<file path="config.mk">
export PLATFORM = sky130hd
export DESIGN_NAME = uibp_ctrl
export DESIGN_NICKNAME = d
export VERILOG_FILES = /design/src/uibp_pkg.sv /design/src/uibp_ctrl.sv
export VERILOG_INCLUDE_DIRS = /design/src /design/src/src
export SDC_FILE = /design/constraint.sdc
export NUM_CORES = 1
export LEC_CHECK = 0
export ABC_AREA = 1
export BUFFER_PORTS_ARGS = -buffer_cell sky130_fd_sc_hd__buf_4
export CAP_MARGIN = 40
export CORE_MARGIN = 1
export CORE_UTILIZATION = 59
export DETAILED_ROUTE_END_ITERATION = 10
export PLACE_DENSITY = 0.85
export REMOVE_ABC_BUFFERS = 1
export SLEW_MARGIN = 20
export SYNTH_ARGS = -nofsm -noshare
export SYNTH_HDL_FRONTEND = slang
export SYNTH_SLANG_ARGS = --single-unit
</file>
<file path="constraint.sdc">
create_clock -name CLK_SYS_IN -period 5.2 [get_ports CLK_SYS_IN]
set_clock_uncertainty 0.15 [all_clocks]
set_input_delay 0.26 -clock CLK_SYS_IN [delete_from_list [all_inputs] [get_ports CLK_SYS_IN]]
set_output_delay 0.26 -clock CLK_SYS_IN [all_outputs]
set_load 0.02 [all_outputs]
</file>
<file path="src/uibp_map.svh">
// register offsets, field positions, reset values and timing counts of the uart control block
`ifndef UIBP_MAP_SVH
`define UIBP_MAP_SVH

// byte offsets of the register words
`define UIBP_OFF_STATUS 6'h00
`define UIBP_OFF_MASK 6'h04
`define UIBP_OFF_PRELOAD_HIGH 6'h08
`define UIBP_OFF_PRELOAD_LOW 6'h0c
`define UIBP_OFF_VECTOR 6'h10
`define UIBP_OFF_INPUT_PIN 6'h14
`define UIBP_OFF_INPUT_CHANGE 6'h18
`define UIBP_OFF_AUX_CONTROL 6'h1c
`define UIBP_OFF_OUTPUT_SET 6'h20
`define UIBP_OFF_OUTPUT_CLEAR 6'h24
`define UIBP_OFF_TX_DATA 6'h28
`define UIBP_OFF_COMMAND 6'h2c
`define UIBP_OFF_EVENT_STATUS 6'h30
`define UIBP_OFF_EVENT_MASK 6'h34

// interrupt flag positions
`define UIBP_BIT_COS 7
`define UIBP_BIT_DB 2
`define UIBP_BIT_RX 1
`define UIBP_BIT_TX 0
`define UIBP_FLAG_USED 8'h87

// input change register layout
`define UIBP_BIT_CHG_COS 4
`define UIBP_CHG_FIXED 8'h0e

// command register bits
`define UIBP_BIT_CMD_TX_EN 0
`define UIBP_BIT_CMD_TX_DIS 1

// reset values
`define UIBP_RST_VECTOR 8'h0f
`define UIBP_RST_PRELOAD 16'h0000
`define UIBP_RST_MASK 8'h00

// answer on an unmapped address
`define UIBP_UNMAPPED_DATA 32'h0000_0000

// timing: change filter and the shift time of one character
`define UIBP_CLK_HZ 100000000
`define UIBP_COS_FILTER_US 25
`define UIBP_COS_FILTER_CYC ((`UIBP_COS_FILTER_US * (`UIBP_CLK_HZ / 1000000)))
`define UIBP_CHAR_BITS 10
`define UIBP_PRELOAD_MIN 16'h0002

`endif

</file>
<file path="src/uibp_pkg.sv">
// types shared by the uart interrupt, baud and port control block
package uibp_pkg;

  typedef struct packed {
    logic [5:0] address;
    logic read;
    logic write;
    logic [31:0] writedata;
    logic [3:0] byteenable;
  } uibp_bus_req_type;

  typedef struct packed {
    logic cos;
    logic delta_break;
    logic rx;
    logic tx;
  } uibp_flags_type;

  typedef enum logic [1:0] {
    UIBP_TX_IDLE = 2'b00,
    UIBP_TX_SHIFT = 2'b01
  } uibp_tx_state_type;

  typedef enum logic [1:0] {
    UIBP_BUS_IDLE = 2'b00,
    UIBP_BUS_ANSWER = 2'b01
  } uibp_bus_state_type;

endpackage

</file>
<file path="src/uibp_ctrl.sv">
// uart channel control: interrupt flags and mask, baud preload, vector, cts and rts ports
//
// Register access over Avalon-MM and the address map were left to the implementer.
`timescale 1ns/1ps
`include "uibp_map.svh"

module uibp_ctrl
  import uibp_pkg::*;
#(
  parameter int COS_FILTER_CYCLES = `UIBP_COS_FILTER_CYC
) (
  input wire logic CLK_SYS_IN,
  input wire logic RESET_N_IN,
  input wire logic [5:0] AVS_ADDRESS_IN,
  input wire logic AVS_READ_IN,
  input wire logic AVS_WRITE_IN,
  input wire logic [31:0] AVS_WRITEDATA_IN,
  input wire logic [3:0] AVS_BYTEENABLE_IN,
  output logic [31:0] AVS_READDATA_OUT,
  output logic AVS_WAITREQUEST_OUT,
  input wire logic CTS_PIN_IN,
  input wire logic DELTA_BREAK_IN,
  input wire logic RX_READY_IN,
  output logic RTS_N_OUT,
  output logic IRQ_OUT,
  output logic [7:0] VECTOR_OUT,
  output logic [15:0] BAUD_PRELOAD_OUT,
  output logic [7:0] TX_CHAR_OUT,
  output logic TX_CHAR_VALID_OUT
);

  // ==========================================================
  // bus request capture
  // ==========================================================
  uibp_bus_req_type req;
  uibp_bus_state_type bus_state;
  logic wr_hit;
  logic rd_hit;

  always_comb begin
    req.address = AVS_ADDRESS_IN;
    req.read = AVS_READ_IN;
    req.write = AVS_WRITE_IN;
    req.writedata = AVS_WRITEDATA_IN;
    req.byteenable = AVS_BYTEENABLE_IN;
  end

  // every access takes one wait cycle, then acts on the answer edge
  always_ff @(posedge CLK_SYS_IN) begin
    if (!RESET_N_IN) begin
      bus_state <= UIBP_BUS_IDLE;
    end else if (bus_state == UIBP_BUS_IDLE && (req.read || req.write)) begin
      bus_state <= UIBP_BUS_ANSWER;
    end else begin
      bus_state <= UIBP_BUS_IDLE;
    end
  end

  assign wr_hit = (bus_state == UIBP_BUS_ANSWER) && req.write && req.byteenable[0];
  assign rd_hit = (bus_state == UIBP_BUS_ANSWER) && req.read;

  function automatic logic is_write_to(input logic [5:0] addr, input logic [5:0] off,
                                       input logic hit);
    is_write_to = hit && (addr == off);
  endfunction

  // ==========================================================
  // pin synchronisers
  // ==========================================================
  logic cts_meta;
  logic cts_sync;
  logic db_meta;
  logic db_sync;
  logic rx_meta;
  logic rx_sync;

  always_ff @(posedge CLK_SYS_IN) begin
    if (!RESET_N_IN) begin
      cts_meta <= 1'b1;
      cts_sync <= 1'b1;
      db_meta <= 1'b0;
      db_sync <= 1'b0;
      rx_meta <= 1'b0;
      rx_sync <= 1'b0;
    end else begin
      cts_meta <= CTS_PIN_IN;
      cts_sync <= cts_meta;
      db_meta <= DELTA_BREAK_IN;
      db_sync <= db_meta;
      rx_meta <= RX_READY_IN;
      rx_sync <= rx_meta;
    end
  end

  // ==========================================================
  // cts change filter and change register
  // ==========================================================
  // a level must hold for the filter time before it counts as a change
  logic cts_state;
  logic cts_started;
  logic [15:0] cos_count;
  logic cos_event;
  logic chg_cos;
  logic aux_iec;

  always_ff @(posedge CLK_SYS_IN) begin
    if (!RESET_N_IN) begin
      cts_state <= 1'b1;
      cts_started <= 1'b0;
      cos_count <= 16'h0000;
      cos_event <= 1'b0;
    end else begin
      cos_event <= 1'b0;
      if (!cts_started) begin
        cts_started <= 1'b1;
        cts_state <= cts_sync;
        cos_event <= ~cts_sync;
      end else if (cts_sync == cts_state) begin
        cos_count <= 16'h0000;
      end else if (cos_count >= 16'(COS_FILTER_CYCLES - 1)) begin
        cts_state <= cts_sync;
        cos_count <= 16'h0000;
        cos_event <= 1'b1;
      end else begin
        cos_count <= cos_count + 16'h0001;
      end
    end
  end

  // a read of the change register clears its change bit; a new change wins
  always_ff @(posedge CLK_SYS_IN) begin
    if (!RESET_N_IN) begin
      chg_cos <= 1'b0;
    end else if (cos_event) begin
      chg_cos <= 1'b1;
    end else if (rd_hit && req.address == `UIBP_OFF_INPUT_CHANGE) begin
      chg_cos <= 1'b0;
    end
  end

  always_ff @(posedge CLK_SYS_IN) begin
    if (!RESET_N_IN) begin
      aux_iec <= 1'b0;
    end else if (is_write_to(req.address, `UIBP_OFF_AUX_CONTROL, wr_hit)) begin
      aux_iec <= req.writedata[0];
    end
  end

  // ==========================================================
  // transmitter holding register
  // ==========================================================
  uibp_tx_state_type tx_state;
  logic tx_enabled;
  logic tx_empty;
  logic [15:0] baud_count;
  logic [3:0] bit_count;
  logic tx_load;

  assign tx_load = is_write_to(req.address, `UIBP_OFF_TX_DATA, wr_hit);

  always_ff @(posedge CLK_SYS_IN) begin
    if (!RESET_N_IN) begin
      tx_enabled <= 1'b0;
    end else if (is_write_to(req.address, `UIBP_OFF_COMMAND, wr_hit)) begin
      if (req.writedata[`UIBP_BIT_CMD_TX_DIS]) begin
        tx_enabled <= 1'b0;
      end else if (req.writedata[`UIBP_BIT_CMD_TX_EN]) begin
        tx_enabled <= 1'b1;
      end
    end
  end

  // holding register hands its character to the shifter, which takes the
  // preload times ten bit slots; the shifter itself is outside this block
  always_ff @(posedge CLK_SYS_IN) begin
    if (!RESET_N_IN) begin
      tx_state <= UIBP_TX_IDLE;
      tx_empty <= 1'b1;
      baud_count <= 16'h0000;
      bit_count <= 4'h0;
      TX_CHAR_OUT <= 8'h00;
      TX_CHAR_VALID_OUT <= 1'b0;
    end else begin
      TX_CHAR_VALID_OUT <= 1'b0;
      if (tx_load && tx_enabled && tx_empty) begin
        tx_empty <= 1'b0;
        TX_CHAR_OUT <= req.writedata[7:0];
      end
      // a load while not ready is simply dropped
      case (tx_state)
        UIBP_TX_IDLE: begin
          if (!tx_empty && tx_enabled) begin
            tx_state <= UIBP_TX_SHIFT;
            tx_empty <= 1'b1;
            TX_CHAR_VALID_OUT <= 1'b1;
            baud_count <= 16'h0000;
            bit_count <= 4'h0;
          end
        end
        UIBP_TX_SHIFT: begin
          if (!tx_enabled) begin
            tx_state <= UIBP_TX_IDLE;
          end else if (baud_count + 16'h0001 >= BAUD_PRELOAD_OUT) begin
            baud_count <= 16'h0000;
            if (bit_count == 4'(`UIBP_CHAR_BITS - 1)) begin
              tx_state <= UIBP_TX_IDLE;
            end else begin
              bit_count <= bit_count + 4'h1;
            end
          end else begin
            baud_count <= baud_count + 16'h0001;
          end
        end
        default: begin
          tx_state <= UIBP_TX_IDLE;
        end
      endcase
    end
  end

  // ==========================================================
  // interrupt flags and mask
  // ==========================================================
  uibp_flags_type flags;
  logic [7:0] flag_byte;
  logic [7:0] mask;
  logic cos_flag;

  // cos flag is sticky and set only while aux_iec is on; the change register read clears it, a new change wins
  always_ff @(posedge CLK_SYS_IN) begin
    if (!RESET_N_IN) begin
      cos_flag <= 1'b0;
    end else if (cos_event && aux_iec) begin
      cos_flag <= 1'b1;
    end else if (rd_hit && req.address == `UIBP_OFF_INPUT_CHANGE) begin
      cos_flag <= 1'b0;
    end
  end

  always_comb begin
    flags.cos = cos_flag;
    flags.delta_break = db_sync;
    flags.rx = rx_sync;
    flags.tx = tx_empty && tx_enabled;
    flag_byte = 8'h00;
    flag_byte[`UIBP_BIT_COS] = flags.cos;
    flag_byte[`UIBP_BIT_DB] = flags.delta_break;
    flag_byte[`UIBP_BIT_RX] = flags.rx;
    flag_byte[`UIBP_BIT_TX] = flags.tx;
  end

  always_ff @(posedge CLK_SYS_IN) begin
    if (!RESET_N_IN) begin
      mask <= `UIBP_RST_MASK;
    end else if (is_write_to(req.address, `UIBP_OFF_MASK, wr_hit)) begin
      mask <= req.writedata[7:0] & `UIBP_FLAG_USED;
    end
  end

  // sticky event copies, cleared by writing one; set wins over clear
  logic [7:0] event_status;
  logic [7:0] event_mask;
  logic [7:0] flag_prev;
  logic [7:0] rise;

  assign rise = flag_byte & ~flag_prev;

  always_ff @(posedge CLK_SYS_IN) begin
    if (!RESET_N_IN) begin
      flag_prev <= 8'h00;
      event_status <= 8'h00;
      event_mask <= 8'h00;
    end else begin
      flag_prev <= flag_byte;
      if (is_write_to(req.address, `UIBP_OFF_EVENT_STATUS, wr_hit)) begin
        event_status <= (event_status & ~req.writedata[7:0]) | rise;
      end else begin
        event_status <= event_status | rise;
      end
      if (is_write_to(req.address, `UIBP_OFF_EVENT_MASK, wr_hit)) begin
        event_mask <= req.writedata[7:0] & `UIBP_FLAG_USED;
      end
    end
  end

  always_ff @(posedge CLK_SYS_IN) begin
    if (!RESET_N_IN) begin
      IRQ_OUT <= 1'b0;
    end else begin
      IRQ_OUT <= |(flag_byte & mask) || |(event_status & event_mask);
    end
  end

  // ==========================================================
  // baud preload, vector and rts
  // ==========================================================
  logic rts_bit;

  always_ff @(posedge CLK_SYS_IN) begin
    if (!RESET_N_IN) begin
      BAUD_PRELOAD_OUT <= `UIBP_RST_PRELOAD;
      VECTOR_OUT <= `UIBP_RST_VECTOR;
    end else begin
      if (is_write_to(req.address, `UIBP_OFF_PRELOAD_HIGH, wr_hit)) begin
        BAUD_PRELOAD_OUT[15:8] <= req.writedata[7:0];
      end
      if (is_write_to(req.address, `UIBP_OFF_PRELOAD_LOW, wr_hit)) begin
        BAUD_PRELOAD_OUT[7:0] <= req.writedata[7:0];
      end
      if (is_write_to(req.address, `UIBP_OFF_VECTOR, wr_hit)) begin
        VECTOR_OUT <= req.writedata[7:0];
      end
    end
  end

  // set is tested first, but each access hits only one address, so of two writes in a sequence the later one wins
  always_ff @(posedge CLK_SYS_IN) begin
    if (!RESET_N_IN) begin
      rts_bit <= 1'b0;
      RTS_N_OUT <= 1'b1;
    end else begin
      if (is_write_to(req.address, `UIBP_OFF_OUTPUT_SET, wr_hit) && req.writedata[0]) begin
        rts_bit <= 1'b1;
        RTS_N_OUT <= 1'b0;
      end else if (is_write_to(req.address, `UIBP_OFF_OUTPUT_CLEAR, wr_hit)
                   && req.writedata[0]) begin
        rts_bit <= 1'b0;
        RTS_N_OUT <= 1'b1;
      end
    end
  end

  // ==========================================================
  // read data and wait request
  // ==========================================================
  logic [31:0] next_readdata;

  always_comb begin
    next_readdata = `UIBP_UNMAPPED_DATA;
    if (req.address == `UIBP_OFF_STATUS) begin
      next_readdata[7:0] = flag_byte;
    end else if (req.address == `UIBP_OFF_MASK) begin
      next_readdata[7:0] = mask;
    end else if (req.address == `UIBP_OFF_PRELOAD_HIGH
                 || req.address == `UIBP_OFF_PRELOAD_LOW) begin
      next_readdata = 32'h0000_0000;
    end else if (req.address == `UIBP_OFF_VECTOR) begin
      next_readdata[7:0] = VECTOR_OUT;
    end else if (req.address == `UIBP_OFF_INPUT_PIN) begin
      next_readdata[0] = cts_sync;
    end else if (req.address == `UIBP_OFF_INPUT_CHANGE) begin
      next_readdata[7:0] = `UIBP_CHG_FIXED;
      next_readdata[`UIBP_BIT_CHG_COS] = chg_cos;
      next_readdata[0] = cts_sync;
    end else if (req.address == `UIBP_OFF_OUTPUT_SET
                 || req.address == `UIBP_OFF_OUTPUT_CLEAR) begin
      next_readdata[0] = rts_bit;
    end else if (req.address == `UIBP_OFF_EVENT_STATUS) begin
      next_readdata[7:0] = event_status;
    end else if (req.address == `UIBP_OFF_EVENT_MASK) begin
      next_readdata[7:0] = event_mask;
    end
  end

  always_ff @(posedge CLK_SYS_IN) begin
    if (!RESET_N_IN) begin
      AVS_READDATA_OUT <= 32'h0000_0000;
      AVS_WAITREQUEST_OUT <= 1'b1;
    end else begin
      AVS_READDATA_OUT <= next_readdata;
      AVS_WAITREQUEST_OUT <= !(bus_state == UIBP_BUS_IDLE && (req.read || req.write));
    end
  end

endmodule

</file>
==> metrics <==
GPL Wtd Cong=around 0.9; asr flop ratio synth=0%; Die Wd=~100 um; Total Routed Length=~14000 um; number of cells on the critical path=18; Final Max Slew Viols=0; Yosys reg bits=approximately 120; Final min period=approximately 3 ns; Worst R2R Path Depth=18; WP data required=approximately 5.5 ns; global route overflow=0; Metal-1 WL=5790 um; Total Routing Usage GR=between 20 and 30%; Cells after Synth=just over 700; crit path max fanout=5; initial antenna violation count=0; CP Launch Point=baud_count[0]; Post-Synthesis Cell Area=5660 um^2; drc violations=0; row cnt=35; Post-synth EDFFs=0; Die Ht=99.9 um; WL/cell=about 15 um; Distinct cells, synth=48; area grow syn2layout=21.8%; top post-synthesis cells by area=dfxtp_1 (41%), nand2_1 (8.2%), inv_1 (6.1%); # port buffers=65; Critical Path AT=3.32 ns; Peak Freq=approximately 330 MHz; via count=between 5000 and 6000; r2r startpoint=baud_count[0]; YS warnings=0; Synth Area per Inst=roughly 8 um^2; max incr delay on CP=between 0.4 and 0.5 ns; period utilization=between 50% and 60%; static leakage=approximately 3.1 nW; post-DP HPWL=a little over 9000 um; number of max-cap violations=0; Yosys top cell area share=41.4%; CTS tree=done; NumNets Final=slightly below 900; Post-Layout Cell Count=about 950; Hold Crit Start=AVS_WRITEDATA_IN[4]; die area=between 9000 and 10000 um^2; Met2 Wirelength=7050 um; max layer used=met4; layout cell share with drive strength beyond 1=18.7%; Buf+Inv Stages, Crit Path=3; CP Capture Type=flop; Power Dens Cells=between 300 and 400 nW/um^2; TritonCTS Buffers=17; cell family with most CP delay=simple AND/OR/NAND/NOR gates; CTS clk-pin slew, worst paths=0.06 ns; Antenna Cells=0; most frequent CP cell=nand2_1; Clock Tree Buf Depth=2; Worst-Skew Late Latency=0.54 ns; number of H-tree levels=4; Top Ports=117; ys flop type=dfxtp_1; Routed Antenna Nets=0; Post-CTS Repair Setup Buffers=0; setup TNS=0 ns; Max IR drop VDD=0.247 mV; TritonCTS Sinks=117; first-pass GRT wire length=about 23000 um; worst slew pin tran=between 0.6 and 0.7 ns; max_slew headroom=57.1%; status=completed; register area share after synthesis=between 40% and 50%; unrepaired setup endpoints after global routing=false; DR vias/cell=about 5.4; WL met3=approximately 970 um; pin count of the biggest net entering global routing=44; vias in the first global route=~4800; Initial Util=around three fifths; count leader, synth=nand2_1; CP Launch Type=flop; Cell Chain, Critical Path=ha_1, nand2_1, nor2_2, nand2_2, nor2_1, xor2_1, inv_1, ha_1, nand2_1, inv_1, nand3_1, nor3_1, nand2_1, nand4_1, nand2_1, inv_1, nor2_1, nor2_1; CP max stage cell=dfxtp_1; cell taking the most area after synthesis=dfxtp_1; final hold viol count=0; placed cell count=approximately 900; endpoints failing setup=0; worst min path class=primary input to flop; synth cell count leaders=nand2_1 (123), dfxtp_1 (117), inv_1 (92); core area=slightly above 9000 um^2; Pre-antenna DRT Iters=5; worst hold path depth=3; First DRT Iteration DRCs=roughly 350; Root Buffer=clkbuf_8; CP Class=flop to flop
[sequential cells by signal, summed over array words and instances, names as in the netlist, 4 cells and up]
name              count
event_status          8
AVS_READDATA_OUT      8
TX_CHAR_OUT           8
baud_count           16
bit_count             4
VECTOR_OUT            8
BAUD_PRELOAD_OUT     16
mask                  4
cos_count            16
flag_prev             4
event_mask            4
[cell families (layout without fill, tap and decap cells)]
family,count (synthesis),in the layout,synth area share (%)
flops,117,117,41.4
other cells,1,24,0.0663
simple gates,271,271,22.8
fa+ha+maj,20,20,4.42
xor+xnor,21,21,3.38
compound gates,146,146,15.8
buf+inv,148,218,12.1
[per-stage QoR]
stage               total power [mW]  hold slack (ns)  area [um^2]  setup slack (ns)  util [%]
CTS                             2.25           0.0102         6890              2.21      74.2
global route                    2.30           0.0302         6890              1.95      74.2
global placement                1.02            0.244         6110              2.37      65.8
detailed placement              1.02            0.256         6110              2.27      65.8
finish                          2.25           0.0126         6890              2.20      74.2
floorplan                      0.982            0.138         5450              2.63         -
[power breakdown]
part / switching, mW / internal [mW]
clock network: 0.443 / 0.796
registers: 0.00471 / 0.904
logic: 0.0719 / 0.0300
[timing repair]
item	CTS	global route
endpoints found under the hold margin	23	0
hold buffers	15	0
gates resized for setup	0	0
[routing by layer]
layer	global-route usage, %	up-vias
met5	0	-
met4	12.4	0
met3	7.94	45
met2	49.9	209
met1	35.2	2409
li1	-	2488
[worst register-to-register path, cell delays in order (launching register included)]
cell and delay, ns:
dfxtp_1 0.41, ha_1 0.21, nand2_1 0.09, nor2_2 0.19, nand2_2 0.11, nor2_1 0.12
xor2_1 0.16, inv_1 0.09, ha_1 0.27, nand2_1 0.04, inv_1 0.06, nand3_1 0.08
nor3_1 0.26, nand2_1 0.15, nand4_1 0.22, nand2_1 0.12, inv_1 0.09, nor2_1 0.04
nor2_1 0.08
[area by class of cell]
type	instances	area [um^2]
multi-input combinational	482	2720
timing repair buffer	81	646
fill	623	2390
sequential	117	2340
inverter	105	394
clock buffer	18	428
clock inverter	14	200
tap	129	161
[worst paths after layout]
| path | endpoint | slack (ns) |
|---|---|---|
| max | bit_count[1] | 2.20 |
| min | VECTOR_OUT[4] | 0.01 |
| max reg2reg | bit_count[1] | 2.20 |
| min reg2reg | db_sync | 0.27 |
[cell usage in the layout (no fill, tap or decap), types with 3 or more instances in the layout]
cell | Yosys | final
ha_1 | 20 | 20
xor2_1 | 12 | 12
clkinv_4 | 0 | 3
o211ai_1 | 9 | 9
nor2_2 | 8 | 8
nand4_1 | 8 | 8
bufinv_16 | 0 | 4
nand2_2 | 6 | 6
o21ai_0 | 33 | 33
nor2_4 | 7 | 7
nand2_1 | 123 | 123
clkbuf_16 | 0 | 16
nand3_1 | 24 | 24
o22ai_1 | 4 | 4
a211oi_1 | 15 | 15
clkinvlp_4 | 0 | 3
a21oi_1 | 52 | 52
nor4_1 | 3 | 3
a22oi_1 | 6 | 6
a221oi_1 | 3 | 3
dlygate4sd3_1 | 0 | 15
or2_2 | 4 | 4
inv_6 | 0 | 3
nor2_1 | 68 | 68
buf_4 | 25 | 66
inv_2 | 12 | 13
nand3b_1 | 4 | 4
conb_1 | 1 | 24
inv_1 | 92 | 91
xnor2_1 | 8 | 8
a31oi_1 | 9 | 9
nor3_1 | 6 | 6
nand3_2 | 3 | 3
a211oi_2 | 4 | 4
dfxtp_1 | 117 | 117
Power figures use the tool's default switching activity.
